==> config.mk <==
export PLATFORM = sky130hd
export DESIGN_NAME = pls_port_link_slot_regs
export DESIGN_NICKNAME = d
export VERILOG_FILES = /design/src/rtl/pls_pkg.sv /design/src/rtl/pls_port_link_slot_regs.sv
export SDC_FILE = /design/constraint.sdc
export NUM_CORES = 1
export LEC_CHECK = 0
export ABC_AREA = 0
export BUFFER_PORTS_ARGS = -buffer_cell sky130_fd_sc_hd__clkbuf_2
export CORE_ASPECT_RATIO = 1.1
export CORE_MARGIN = 1.5
export CORE_UTILIZATION = 30
export CTS_CLUSTER_DIAMETER = 100
export CTS_CLUSTER_SIZE = 14
export DETAILED_ROUTE_END_ITERATION = 7
export GPL_TIMING_DRIVEN = 1
export PLACE_DENSITY = 0.5
export REMOVE_ABC_BUFFERS = 1
export SETUP_SLACK_MARGIN = 0.3
export SYNTH_ARGS = -nofsm -noshare
export SYNTH_HDL_FRONTEND = slang
export SYNTH_SLANG_ARGS = --single-unit
==> constraint.sdc <==
create_clock -name clock -period 1.55 [get_ports clock]
set_input_delay 0 -clock clock [delete_from_list [all_inputs] [get_ports clock]]
set_output_delay 0 -clock clock [all_outputs]
set_load 0.01 [all_outputs]
==> src/rtl/pls_pkg.sv <==
// constants for the per-port link and slot register bank
`default_nettype none
package pls_pkg;
  // register byte offsets in configuration space
  localparam logic [7:0] PLS_OFS_DEV_ERR_STATUS = 8'h4A;
  localparam logic [7:0] PLS_OFS_LINK_CAP = 8'h4C;
  localparam logic [7:0] PLS_OFS_LINK_CTL = 8'h50;
  localparam logic [7:0] PLS_OFS_LINK_STATUS = 8'h52;
  localparam logic [7:0] PLS_OFS_SLOT_CAP = 8'h54;
  localparam logic [7:0] PLS_OFS_SLOT_CTL = 8'h58;
  localparam logic [7:0] PLS_OFS_SLOT_STATUS = 8'h5A;

  // device error status fields
  localparam int PLS_ERR_COUNT = 4;
  localparam int PLS_ERR_LSB = 0;
  localparam int PLS_AUX_POWER_BIT = 4;
  localparam int PLS_TXN_PENDING_BIT = 5;

  // link capabilities fields
  localparam int PLS_MAX_SPEED_LSB = 0;
  localparam int PLS_MAX_WIDTH_LSB = 4;
  localparam int PLS_PM_SUPPORT_LSB = 10;
  localparam int PLS_L0S_LAT_LSB = 12;
  localparam int PLS_L1_LAT_LSB = 15;
  localparam int PLS_PORT_INDEX_LSB = 24;
  localparam logic [3:0] PLS_SPEED_2G5 = 4'h1;
  localparam logic [5:0] PLS_WIDTH_X1 = 6'h01;
  localparam logic [5:0] PLS_WIDTH_X2 = 6'h02;
  localparam logic [5:0] PLS_WIDTH_X4 = 6'h04;
  localparam logic [5:0] PLS_MAX_WIDTH_RESET = 6'h04;
  localparam logic [1:0] PLS_PM_SUPPORT_L0S_L1 = 2'h3;
  localparam logic [2:0] PLS_L0S_LAT_SEPARATE = 3'h5;
  localparam logic [2:0] PLS_L0S_LAT_COMMON = 3'h3;
  localparam logic [2:0] PLS_L1_LAT_RESET = 3'h2;

  // link control fields
  localparam int PLS_PM_CTL_LSB = 0;
  localparam int PLS_COMPL_BOUNDARY_BIT = 3;
  localparam int PLS_LINK_OFF_BIT = 4;
  localparam int PLS_RETRAIN_BIT = 5;
  localparam int PLS_COMMON_CLK_BIT = 6;
  localparam int PLS_EXT_SYNC_BIT = 7;
  localparam logic [1:0] PLS_PM_CTL_RESET = 2'h0;

  // link status fields
  localparam int PLS_SPEED_NOW_LSB = 0;
  localparam int PLS_NEG_WIDTH_LSB = 4;
  localparam int PLS_TRAIN_ERR_BIT = 10;
  localparam int PLS_TRAIN_ACTIVE_BIT = 11;
  localparam int PLS_SLOT_CLK_BIT = 12;

  // slot capabilities fields
  localparam int PLS_POWER_VALUE_LSB = 7;
  localparam int PLS_POWER_SCALE_LSB = 15;
  localparam int PLS_SLOT_INDEX_LSB = 19;

  // slot control and status constants, hot-plug absent
  localparam int PLS_ATTN_IND_LSB = 6;
  localparam int PLS_POWER_IND_LSB = 8;
  localparam logic [1:0] PLS_ATTN_IND_OFF = 2'h3;
  localparam logic [1:0] PLS_POWER_IND_ON = 2'h1;
  localparam int PLS_PRESENCE_BIT = 6;

  // fast training sequence counts sent on L0s exit
  localparam logic [12:0] PLS_FTS_EXTENDED = 13'h1000;

  // port encodings
  localparam logic [1:0] PLS_PORT_UPSTREAM = 2'h0;
endpackage : pls_pkg
`default_nettype wire

==> src/rtl/pls_port_link_slot_regs.sv <==
// link, slot and device error status register bank for one switch port
//
// What this block does
// - error seen bits set always, write one clears
// - aux power and pending bits read zero
// - max and current speed read 2.5G code
// - max width resets x4; bad codes train x1
// - power management support reads L0s plus L1
// - L0s exit latency follows common clock setting
// - L1 exit latency defaults to code two
// - port index reads this port's number
// - pm control resets disabled, eeprom may load
// - link off on downstream; upstream stays zero
// - retrain write pulses recovery, reads zero
// - upstream retrain needs register unlock set
// - common clock configuration bit is writable
// - extended sync sends 4096 fts sets
// - status shows width, training error, training
// - slot clock from strap, eeprom may override
// - power limit message on write or up
// - power scale code selects value multiplier
// - slot power fields zero without slot
// - hot-plug bits constant, indicators fixed codes
// - read completion boundary is constant zero
// - slot implemented input gates power fields
//
// Implementation choice: the strobed register port.
`default_nettype none
module pls_port_link_slot_regs
  import pls_pkg::*;
#(
  parameter logic [1:0] PORT_ID = 2'h0,
  parameter logic [12:0] FTS_NORMAL = 13'h0040
) (
  input wire logic clock,
  input wire logic rstn,
  // register port
  input wire logic [7:0] address,
  input wire logic [31:0] writeData,
  input wire logic writeStrobe,
  input wire logic readStrobe,
  output logic [31:0] readData,
  // configuration context
  input wire logic slotImplemented,
  input wire logic registerUnlock,
  input wire logic upstreamCommonClockStrap,
  input wire logic downstreamCommonClockStrap,
  // serial eeprom load
  input wire logic eepromLoad,
  input wire logic [1:0] eepromPmControl,
  input wire logic eepromSlotClock,
  // error events, one-cycle pulses: correctable, nonfatal, fatal, unsupported
  input wire logic [3:0] errorEvent,
  // link layer status
  input wire logic linkDlUp,
  input wire logic [5:0] linkWidthNow,
  input wire logic linkTrainingError,
  input wire logic linkTrainingActive,
  // link layer controls
  output logic linkRetrainGo,
  output logic linkOff,
  output logic extendedSyncOn,
  output logic [12:0] ftsSetCount,
  output logic [1:0] activePmControl,
  output logic commonClockCfg,
  output logic [5:0] trainWidth,
  // set slot power limit message request
  output logic powerLimitSend,
  output logic [7:0] powerLimitValue,
  output logic [1:0] powerLimitScale
);

  localparam logic IS_UPSTREAM = (PORT_ID == PLS_PORT_UPSTREAM);

  logic [3:0] errSeen;
  logic [5:0] maxWidth;
  logic [2:0] l1Latency;
  logic slotClock;
  logic strapTaken;
  logic [7:0] slotPowerValue;
  logic [1:0] slotPowerScale;
  logic [12:0] slotIndex;
  logic dlUpLast;
  logic [2:0] l0sLatency;
  logic [7:0] powerValueSeen;
  logic [1:0] powerScaleSeen;
  logic [12:0] slotIndexSeen;
  logic [15:0] errStatusWord;
  logic [31:0] linkCapWord;
  logic [15:0] linkCtlWord;
  logic [15:0] linkStatusWord;
  logic [31:0] slotCapWord;
  logic [15:0] slotCtlWord;
  logic [15:0] slotStatusWord;
  logic [31:0] next_readData;
  logic writeErrStatus;
  logic writeLinkCap;
  logic writeLinkCtl;
  logic writeSlotCap;
  logic retrainAllowed;

  // write decode, one strobe per writable register
  assign writeErrStatus = writeStrobe && (address == PLS_OFS_DEV_ERR_STATUS);
  assign writeLinkCap = writeStrobe && (address == PLS_OFS_LINK_CAP);
  assign writeLinkCtl = writeStrobe && (address == PLS_OFS_LINK_CTL);
  assign writeSlotCap = writeStrobe && (address == PLS_OFS_SLOT_CAP);

  // error seen flags: an event in the clearing cycle survives the clear
  genvar e;
  generate
    for (e = 0; e < PLS_ERR_COUNT; e++) begin : gErr
      always_ff @(posedge clock or negedge rstn) begin
        if (!rstn) begin
          errSeen[e] <= 1'b0;
        end else if (errorEvent[e]) begin
          errSeen[e] <= 1'b1;
        end else if (writeErrStatus && writeData[PLS_ERR_LSB + e]) begin
          errSeen[e] <= 1'b0;
        end
      end
    end
  endgenerate

  // link capability writable fields
  always_ff @(posedge clock or negedge rstn) begin
    if (!rstn) begin
      maxWidth <= PLS_MAX_WIDTH_RESET;
      l1Latency <= PLS_L1_LAT_RESET;
    end else if (writeLinkCap) begin
      maxWidth <= writeData[PLS_MAX_WIDTH_LSB +: 6];
      l1Latency <= writeData[PLS_L1_LAT_LSB +: 3];
    end
  end

  // width handed to training; reserved codes fall back to x1
  always_ff @(posedge clock or negedge rstn) begin
    if (!rstn) begin
      trainWidth <= PLS_MAX_WIDTH_RESET;
    end else begin
      case (maxWidth)
        PLS_WIDTH_X1, PLS_WIDTH_X2, PLS_WIDTH_X4: begin
          trainWidth <= maxWidth;
        end
        default: begin
          trainWidth <= PLS_WIDTH_X1;
        end
      endcase
    end
  end

  // link control register; eeprom load runs after reset like a write
  always_ff @(posedge clock or negedge rstn) begin
    if (!rstn) begin
      activePmControl <= PLS_PM_CTL_RESET;
      linkOff <= 1'b0;
      commonClockCfg <= 1'b0;
      extendedSyncOn <= 1'b0;
    end else if (writeLinkCtl) begin
      activePmControl <= writeData[PLS_PM_CTL_LSB +: 2];
      linkOff <= writeData[PLS_LINK_OFF_BIT] && !IS_UPSTREAM;
      commonClockCfg <= writeData[PLS_COMMON_CLK_BIT];
      extendedSyncOn <= writeData[PLS_EXT_SYNC_BIT];
    end else if (eepromLoad) begin
      activePmControl <= eepromPmControl;
    end
  end

  // retrain is a pulse, never stored, so it always reads back zero
  assign retrainAllowed = !IS_UPSTREAM || registerUnlock;
  always_ff @(posedge clock or negedge rstn) begin
    if (!rstn) begin
      linkRetrainGo <= 1'b0;
    end else begin
      linkRetrainGo <= writeLinkCtl && writeData[PLS_RETRAIN_BIT] && retrainAllowed;
    end
  end

  // fts count for the transmitter on each L0s exit
  always_ff @(posedge clock or negedge rstn) begin
    if (!rstn) begin
      ftsSetCount <= FTS_NORMAL;
    end else begin
      ftsSetCount <= extendedSyncOn ? PLS_FTS_EXTENDED : FTS_NORMAL;
    end
  end

  // slot clock: strap caught on the first edge after reset release,
  // since an async reset may only load constants
  always_ff @(posedge clock or negedge rstn) begin
    if (!rstn) begin
      strapTaken <= 1'b0;
      slotClock <= 1'b0;
    end else if (!strapTaken) begin
      strapTaken <= 1'b1;
      slotClock <= IS_UPSTREAM ? upstreamCommonClockStrap : downstreamCommonClockStrap;
    end else if (eepromLoad) begin
      slotClock <= eepromSlotClock;
    end
  end

  // slot power fields only take writes while a slot is present
  always_ff @(posedge clock or negedge rstn) begin
    if (!rstn) begin
      slotPowerValue <= 8'h00;
      slotPowerScale <= 2'h0;
      slotIndex <= 13'h0000;
    end else if (writeSlotCap && slotImplemented) begin
      slotPowerValue <= writeData[PLS_POWER_VALUE_LSB +: 8];
      slotPowerScale <= writeData[PLS_POWER_SCALE_LSB +: 2];
      slotIndex <= writeData[PLS_SLOT_INDEX_LSB +: 13];
    end
  end

  // visible slot fields read zero while no slot is implemented
  assign powerValueSeen = slotImplemented ? slotPowerValue : 8'h00;
  assign powerScaleSeen = slotImplemented ? slotPowerScale : 2'h0;
  assign slotIndexSeen = slotImplemented ? slotIndex : 13'h0000;

  // power limit message: one request per slot cap write or DL_Up rise.
  // the payload is taken from the write data itself when a write with a slot present causes it,
  // so the message never carries the value from before the write
  always_ff @(posedge clock or negedge rstn) begin
    if (!rstn) begin
      dlUpLast <= 1'b0;
      powerLimitSend <= 1'b0;
      powerLimitValue <= 8'h00;
      powerLimitScale <= 2'h0;
    end else begin
      dlUpLast <= linkDlUp;
      powerLimitSend <= writeSlotCap || (linkDlUp && !dlUpLast);
      if (writeSlotCap && slotImplemented) begin
        powerLimitValue <= writeData[PLS_POWER_VALUE_LSB +: 8];
        powerLimitScale <= writeData[PLS_POWER_SCALE_LSB +: 2];
      end else begin
        powerLimitValue <= powerValueSeen;
        powerLimitScale <= powerScaleSeen;
      end
    end
  end

  // L0s exit is faster when both ends share one reference clock
  assign l0sLatency = commonClockCfg ? PLS_L0S_LAT_COMMON : PLS_L0S_LAT_SEPARATE;

  // device error status image; fixed bits stay zero
  always_comb begin
    errStatusWord = 16'h0000;
    errStatusWord[PLS_ERR_LSB +: PLS_ERR_COUNT] = errSeen;
    errStatusWord[PLS_AUX_POWER_BIT] = 1'b0;
    errStatusWord[PLS_TXN_PENDING_BIT] = 1'b0;
  end

  // link capabilities image
  always_comb begin
    linkCapWord = 32'h0000_0000;
    linkCapWord[PLS_MAX_SPEED_LSB +: 4] = PLS_SPEED_2G5;
    linkCapWord[PLS_MAX_WIDTH_LSB +: 6] = maxWidth;
    linkCapWord[PLS_PM_SUPPORT_LSB +: 2] = PLS_PM_SUPPORT_L0S_L1;
    linkCapWord[PLS_L0S_LAT_LSB +: 3] = l0sLatency;
    linkCapWord[PLS_L1_LAT_LSB +: 3] = l1Latency;
    linkCapWord[PLS_PORT_INDEX_LSB +: 8] = {6'h00, PORT_ID};
  end

  // link control image; retrain and completion boundary read zero
  always_comb begin
    linkCtlWord = 16'h0000;
    linkCtlWord[PLS_PM_CTL_LSB +: 2] = activePmControl;
    linkCtlWord[PLS_COMPL_BOUNDARY_BIT] = 1'b0;
    linkCtlWord[PLS_LINK_OFF_BIT] = linkOff;
    linkCtlWord[PLS_RETRAIN_BIT] = 1'b0;
    linkCtlWord[PLS_COMMON_CLK_BIT] = commonClockCfg;
    linkCtlWord[PLS_EXT_SYNC_BIT] = extendedSyncOn;
  end

  // link status image, live from the link layer
  always_comb begin
    linkStatusWord = 16'h0000;
    linkStatusWord[PLS_SPEED_NOW_LSB +: 4] = PLS_SPEED_2G5;
    linkStatusWord[PLS_NEG_WIDTH_LSB +: 6] = linkWidthNow;
    linkStatusWord[PLS_TRAIN_ERR_BIT] = linkTrainingError;
    linkStatusWord[PLS_TRAIN_ACTIVE_BIT] = linkTrainingActive;
    linkStatusWord[PLS_SLOT_CLK_BIT] = slotClock;
  end

  // slot images; every hot-plug bit is a constant
  always_comb begin
    slotCapWord = 32'h0000_0000;
    slotCapWord[PLS_POWER_VALUE_LSB +: 8] = powerValueSeen;
    slotCapWord[PLS_POWER_SCALE_LSB +: 2] = powerScaleSeen;
    slotCapWord[PLS_SLOT_INDEX_LSB +: 13] = slotIndexSeen;
    slotCtlWord = 16'h0000;
    slotCtlWord[PLS_ATTN_IND_LSB +: 2] = PLS_ATTN_IND_OFF;
    slotCtlWord[PLS_POWER_IND_LSB +: 2] = PLS_POWER_IND_ON;
    slotStatusWord = 16'h0000;
    slotStatusWord[PLS_PRESENCE_BIT] = 1'b1;
  end

  // read mux; unmapped addresses answer zero
  always_comb begin
    next_readData = 32'h0000_0000;
    if (readStrobe) begin
      case (address)
        PLS_OFS_DEV_ERR_STATUS: next_readData = {16'h0000, errStatusWord};
        PLS_OFS_LINK_CAP: next_readData = linkCapWord;
        PLS_OFS_LINK_CTL: next_readData = {16'h0000, linkCtlWord};
        PLS_OFS_LINK_STATUS: next_readData = {16'h0000, linkStatusWord};
        PLS_OFS_SLOT_CAP: next_readData = slotCapWord;
        PLS_OFS_SLOT_CTL: next_readData = {16'h0000, slotCtlWord};
        PLS_OFS_SLOT_STATUS: next_readData = {16'h0000, slotStatusWord};
        default: next_readData = 32'h0000_0000;
      endcase
    end
  end

  // read data stands for exactly the cycle after the strobe
  always_ff @(posedge clock or negedge rstn) begin
    if (!rstn) begin
      readData <= 32'h0000_0000;
    end else begin
      readData <= next_readData;
    end
  end

endmodule : pls_port_link_slot_regs
`default_nettype wire

==> results of run 1 <==
[layout by cell type (no fill, tap or decap), types with 9 or more instances in the layout]
cell type,Yosys,routed
clkbuf_16,0,9
buf_4,13,22
mux2_1,20,20
nand3_1,17,17
and2_1,13,13
mux2_2,19,19
nand4_1,27,27
a21oi_1,15,15
conb_1,2,17
dfrtp_1,90,90
o31ai_1,10,10
dlygate4sd3_1,0,47
clkbuf_2,0,116
[layer usage]
layer  global-route usage, %  up-vias  share of wire, %
met5                       0        -                 0
li1                        -     1486                 -
met4                   5.142        0               1.5
met3                   4.853       15               7.2
met2                   24.92      121                47
met1                   20.28     1521                44
[power by group]
group	internal [uW]	leakage [uW]	switching [uW]
Combinational	245	0.00137	259
Clock	1220	0.000140	886
Sequential	2510	0.00125	34.7
[through the flow]
stage                     std cells  TNS (ps)
after detailed placement        590         0
after global placement          590         0
final                           655         0
after global routing            655         0
after floorplan                 294    -50910
after CTS                       654         0
[layout make-up]
type,count,share of cell area (%)
Clock buffer,15,4.971
Timing Repair Buffer,188,22.84
Tap cell,157,3.515
Inverter,7,0.4702
Sequential cell,94,42.19
Clock inverter,1,0.08957
Multi-Input combinational cell,193,25.93
[cells by family after synthesis]
group,Yosys count
flops,94
compound gates,48
xor+xnor,1
other cells,2
buf+inv,43
simple gates,87
mux,40
[repair_timing]
item | 4_1_cts | 5_1_grt
endpoints found under the setup margin | 3 | 5
hold buffers | 47 | 0
hold endpoints to repair | 153 | 0
setup buffers | 1 | 1
gates resized for setup | 3 | 0
pin swaps | 1 | 1
[worst max-delay path: cells and delay by family (launching register included)]
kind	cells	cell delay (ps)
and+or+nand+nor	2	720
DFF	1	380
[sequential cells by signal, summed over array words and instances, names as in the netlist]
| register | flops |
|---|---|
| strapTaken | 1 |
| slotPowerValue | 8 |
| readData | 31 |
| slotPowerScale | 2 |
| maxWidth | 6 |
| l1Latency | 3 |
| activePmControl | 2 |
| extendedSyncOn | 1 |
| powerLimitValue | 8 |
| slotIndex | 13 |
| linkRetrainGo | 1 |
| slotClock | 1 |
| ftsSetCount | 2 |
| powerLimitSend | 1 |
| commonClockCfg | 1 |
| powerLimitScale | 2 |
| trainWidth | 6 |
| errSeen | 4 |
| dlUpLast | 1 |
[worst max-delay path by stage]
stage	startpoint	to	slack (ps)	cells after the start
2_1_floorplan	address[5]	slotIndex[10]$_DFFE_PN0P_	-1170	3
3_3_place_gp	address[5]	maxWidth[0]$_DFFE_PN0P_	90	7
3_5_place_dp	address[5]	maxWidth[4]$_DFFE_PN0P_	80	7
4_1_cts	maxWidth[5]$_DFFE_PN0P_	trainWidth[0]$_DFF_PN0_	310	2
5_1_grt	maxWidth[0]$_DFFE_PN0P_	trainWidth[0]$_DFF_PN0_	280	2
6_report	maxWidth[0]$_DFFE_PN0P_	trainWidth[0]$_DFF_PN0_	330	2
==> results.md, run 1 <==
- Run status: finished with violations
- Failing checks: DRC
- Largest area contributor in the synthesized netlist: dfrtp_1
- Count of boundary I/O pins: 133
- Number of design-rule violations left by the first detailed-router iteration: 202
- Hold/Removal Path Class: input port to flip-flop
- Post-synthesis register bit count: 94
- Adder-cell area share of the yosys netlist: 0%
- Share of flip-flops with an asynchronous set or reset after synthesis: 100.0%
- Final Power: 5158 uW
- Type of the setup path with the least slack: flip-flop to flip-flop
- Worst Hold Endpoint: activePmControl[0]$_DFFE_PN0P_
- Clock sink count: 94
- Total Nets Final: 558
- Share of synthesized cell area in and, or, nand and nor gates: 14.69%
- Sequential cell area fraction in the yosys report: 59.66%
- Number of buffers on the longest clock path: 2
- Design area: 5588 sq um
- Level count of the clock H-tree: 3
- Fill cell instance count of the final layout: 1226
- Post-synthesis instance total: 315
- Min Hold Slack: 19.61 ps
- Max-Cap Viols: 0
- Routed Wire Length: 10480 um
- Number of buffer cells added on primary ports: 117
- Area growth from synthesis to final layout: 41.42%
- Required time worst endpoint: 1780 ps
- Final Core Density: 43.82%
- Post-route antenna net violation count: 0
- Mux share of post-synthesis cell area: 11.37%
- Global router's overall resource usage: 15.60%
- Core Area: 12750 sq um
- Combinational family with the most area after synthesis: simple AND/OR/NAND/NOR gates
- Largest net degree at the start of global routing: 66
- Shortest period the worst path allows: 1215 ps
- CTS Root Cell: clkbuf_16
- Number of buffers added by the clock tree synthesis step: 9
- Vias in the first global route: 3139
- Worst R2R End: trainWidth[0]$_DFF_PN0_
- Clock network latency to the later pin of the worst-skew pair: 340 ps
- Average wire length per cell after detail routing: 16.00 um
- Leak: 0.002755 uW
- Minimum setup slack after placement: 83.33 ps
- Fraction of final layout cells sized beyond drive strength 1: 36.75%
- Endpoints failing hold: 0
- Area of the multi-input gates: 1449 sq um
- TritonCTS clock tree: built
- Die span in x: 112.4 um
- Number of cells on the worst hold path: 3
- Cells along the critical path: or4_4 > nand2b_1
- Mapped Area: 3951 sq um
- Max Slew Vio Count: 0
- Min-Delay Startpoint: eepromPmControl[0]
- Max IR drop VDD: 536.0 uV
- Delay contributed by the slowest stage of the critical path: 560 ps
- RePlAce Congestion: 0.7709
- Final setup violating endpoints: 0
- FF/Latch Area: 2357 sq um
- R2r startpoint: maxWidth[0]$_DFFE_PN0P_
- Post-synth top cells: dfrtp_1 (90), nand4_1 (27), mux2_1 (20), clkbuf_1 (19), mux2_2 (19)
- Synth cell types: 43
- Max stage delay cell, worst path: or4_4
- Placed cell area: 4806 sq um
- Die Ht: 123.4 um
- Category of the worst setup path launch point: flip-flop
- Setup ws final: 334.8 ps
- Fmax: 822.9 MHz
- EDFF count, synth: 0
- Complex-gate fraction of the synthesized area: 8.423%
- Number of cells on the worst reg-to-reg path: 2
- Syn avg cell area: 12.54 sq um
- Site Rows: 43
- Clock Pin Slew Worst Setup and Hold Paths: 70 ps
- Worst-path fanout max: 3
- Aggregate global routing overflow: 0
- Synth Flop Type: dfrtp_1
- Die ar.: 13870 sq um
- Final setup skew: 6.992 ps
- Initial Util: 30.99%
- Remaining design rule violation count: 11
- Most common cell in the synthesized netlist: dfrtp_1
- Endpoint type of the worst setup path: flip-flop
- Number of diodes added for antenna fixing: 0
- Post-Synth XOR/XNOR Area: 0.2217%
- Proportion of netlist area held by the largest area contributor: 57.00%
- Warnings from Yosys: 0
- Global-route wire length before repair: 16470 um
- Ratio of total power to cell area: 923.1 nW/um^2
- Worst reg2reg setup slack: 330 ps
- Antenna violations before repair: 0
- Number of optimization iterations in the first detailed-route pass: 7
- Detail Placement HPWL: 7183 um
- Critical Path AT: 1440 ps
- Routed vias: 3143
- Area contributors post-synth: dfrtp_1 (57%), mux2_1 (5.7%), mux2_2 (5.4%)
- Final worst-path cycle share: 78.40%
- RSZ-0062 raised after global routing: true
- DR vias/cell: 4.798
(Power assumes the default switching activity.)
==> run 2: changes to the inputs <==
==> constraint.sdc (replaced) <==
create_clock -name clock -period 1.3 [get_ports clock]
set_input_delay 0 -clock clock [delete_from_list [all_inputs] [get_ports clock]]
set_output_delay 0 -clock clock [all_outputs]
set_load 0.01 [all_outputs]
==> run 2 against run 1 <==
  * The flow still finishes with violations (DRC)
  * Global-route usage up 1.5 points
  * Die area is the same
  * Utilization grew 5.8 points
  * Clock skew is essentially flat
  * Critical path type unchanged
  * Largest power group unchanged
==> results.md, run 2 (synthesis gave the netlist of run 1 again) <==
- Area of the multi-input gates: 1642 sq um (+13%)
- Endpoint type of the worst setup path: flip-flop
- Placed cell area: 4928 sq um (+2.6%)
- Share of total power in sequential cells: 47.5% (-1.9 points)
- Minimum setup slack after placement: -187.6 ps (-270.9 ps)
- Combinational group share of total power: 11.5% (+1.7 points)
- Design area: 6334 sq um (+13%)
- Net Sw Power: 1474 uW (+25%)
- Failing checks: DRC
- Number of flip-flops under the largest register name: 31 (unchanged)
- Critical Path AT: 1500 ps (+60 ps)
- Clock sink count: 94 (unchanged)
- Area growth from synthesis to final layout: 60.29%
- Number of cells on the worst hold path: 3 (unchanged)
- Ratio of total power to cell area: 1010 nW/um^2 (+9.4%)
- Type of the setup path with the least slack: flip-flop to flip-flop
- Routed Wire Length: 11550 um (+10%)
- FF/Latch Area: 2359 sq um (about the same)
- Number of cells on the worst reg-to-reg path: 2 (unchanged)
- Antenna violations before repair: 0 (unchanged)
- Clock Pin Slew Worst Setup and Hold Paths: 60 ps (about the same)
- Category of the worst setup path launch point: flip-flop
- Slew headroom: 66.05%
- Required time worst endpoint: 1570 ps (-210 ps)
- Most frequent standard cell in the layout excluding fill and tap cells: clkbuf_2
- Number of buffers on the longest clock path: 2 (unchanged)
- Commonest cells after routing, fill and taps aside: clkbuf_2 (109), dfrtp_1 (89), dlygate4sd3_1 (46), buf_4 (46), nand4_1 (27)
- Remaining design rule violation count: 11 (unchanged)
- Min Hold Slack: 19.60 ps (-0.01080 ps)
- Hold/Removal Path Class: input port to flip-flop
- Final worst-path cycle share: 94.76% (+16 points)
- Die Ht: 123.4 um (unchanged)
- TritonCTS clock tree: built
- Die ar.: 13870 sq um (unchanged)
- Actual slew at the worst max-slew pin: 509.3 ps
- Worst-path fanout max: 3 (unchanged)
- Final setup violating endpoints: 0 (unchanged)
- Post-route antenna net violation count: 0 (unchanged)
- Detail Placement HPWL: 7432 um (+3.5%)
- Switching share of power: 23.03% (+0.16 points)
- RePlAce Congestion: 0.7854 (+1.9%)
- Global router's overall resource usage: 17.06% (+1.5 points)
- Endpoints failing hold: 0 (unchanged)
- Die span in x: 112.4 um (unchanged)
- Fmax: 811.7 MHz (-1.4%)
- Largest registers in the final layout: readData x31, slotIndex x13
- RSZ-0062 raised after global routing: true
- Number of buffer cells added on primary ports: 117 (unchanged)
- Setup ws final: 68.09 ps (-266.7 ps)
- Max-Cap Viols: 0 (unchanged)
- Aggregate global routing overflow: 0 (unchanged)
- Number of design-rule violations left by the first detailed-router iteration: 185 (-8.4%)
- Largest net degree at the start of global routing: 95 (+44%)
- Count of boundary I/O pins: 133 (unchanged)
- Initial Util: 30.99% (unchanged)
- Clock network fraction of total power: 41.0% (+0.2 points)
- Max Slew Vio Count: 0 (unchanged)
- Average wire length per cell after detail routing: 16.52 um (+3.3%)
- Site Rows: 43 (unchanged)
- Leak: 0.003119 uW (+13%)
- Fill cell instance count of the final layout: 1171 (-4.5%)
- CTS Root Cell: clkbuf_16
- Fraction of final layout cells sized beyond drive strength 1: 49.63% (+13 points)
- Level count of the clock H-tree: 3 (unchanged)
- Global-route wire length before repair: 18010 um (+9.3%)
- Core Area: 12750 sq um (unchanged)
- Internal power consumption: 4925 uW (+24%)
- Top reg by flops: readData
- Run status: finished with violations
- Number of optimization iterations in the first detailed-route pass: 7 (unchanged)
- Vias in the first global route: 3370 (+7.4%)
- Total Nets Final: 602 (+7.9%)
- Number of buffers added by the clock tree synthesis step: 9 (unchanged)
- DR vias/cell: 4.770 (-0.60%)
- Number of diodes added for antenna fixing: 0 (unchanged)
- Shortest period the worst path allows: 1232 ps (+16.67 ps)
- Max IR drop VDD: 518.3 uV (-3.3%)
- Final setup skew: 6.911 ps (-0.08069 ps)
- Clock network latency to the later pin of the worst-skew pair: 340 ps (about the same)
- Routed vias: 3334 (+6.1%)
==> run 2: cell count changes in the layout (fill, tap and decap cells not counted), moves of 4 or more <==
cell	delta
a211oi_1	-4
buf_4	+24
clkbuf_2	-7
mux2_1	-20
a211oi_2	+4
mux2_4	+21
buf_6	+19
==> run 2: through the flow <==
stage                     total power [uW]  setup TNS, ps  cells  util [%]
final                                 6398              0    699     49.67
after global routing                  6700              0    699     49.67
after CTS                             6420              0    686     46.91
after detailed placement              3592          -3921    608     38.65
after global placement                3584          -2698    608     38.65
after floorplan                       3251         -69630    294         -
==> run 2: critical path: stages, from the launching register on <==
cell     delay, ps
dfrtp_1        380
or4_4          570
nor3b_2        210
==> run 2: power by group through the flow <==
stage	registers [uW]	clock network, uW	logic, uW
floorplan	3100	0	154
global placement	3090	0	493
detailed placement	3090	0	498
CTS	3040	2720	667
global route	3040	2860	799
finish	3040	2630	734
==> run 2: cell type report <==
cell class / instances / area share (%)
Clock buffer: 12 / 3.892
Tap cell: 157 / 3.102
Clock inverter: 4 / 0.7507
Timing Repair Buffer: 232 / 28.68
Inverter: 7 / 0.4149
Sequential cell: 94 / 37.24
Multi-Input combinational cell: 193 / 25.92
==> run 2: final timing paths <==
kind,startpoint,to,slack [ps]
max,maxWidth[0]$_DFFE_PN0P_,trainWidth[2]$_DFF_PN1_,70
min,eepromPmControl[1],activePmControl[1]$_DFFE_PN0P_,20
max reg2reg,maxWidth[0]$_DFFE_PN0P_,trainWidth[2]$_DFF_PN1_,70
min reg2reg,dlUpLast$_DFF_PN0_,powerLimitSend$_DFF_PN0_,430
max in group asynchronous,rstn,commonClockCfg$_DFFE_PN0P_,640
min in group asynchronous,rstn,trainWidth[5]$_DFF_PN0_,240
==> run 2: per-layer routing <==
layer | global-route usage [%] | share of wire [%] | up-vias | routed length (um)
met5 | 0 | 0 | - | 0
met4 | 6.092 | 0.61 | 0 | 71
met3 | 3.431 | 4.1 | 10 | 474
met2 | 28.07 | 49 | 92 | 5604
met1 | 22.56 | 47 | 1653 | 5396
li1 | - | - | 1579 | -
==> run 2: timing repair <==
| action | in CTS | in global routing |
|---|---|---|
| cloned | 4 | 2 |
| endpoints found under the hold margin | 152 | 0 |
| hold buffers | 46 | 0 |
| gates resized for setup | 30 | 57 |
| buffers inserted | 12 | 11 |
| setup endpoints to repair | 43 | 69 |
| pin swaps | 10 | 11 |
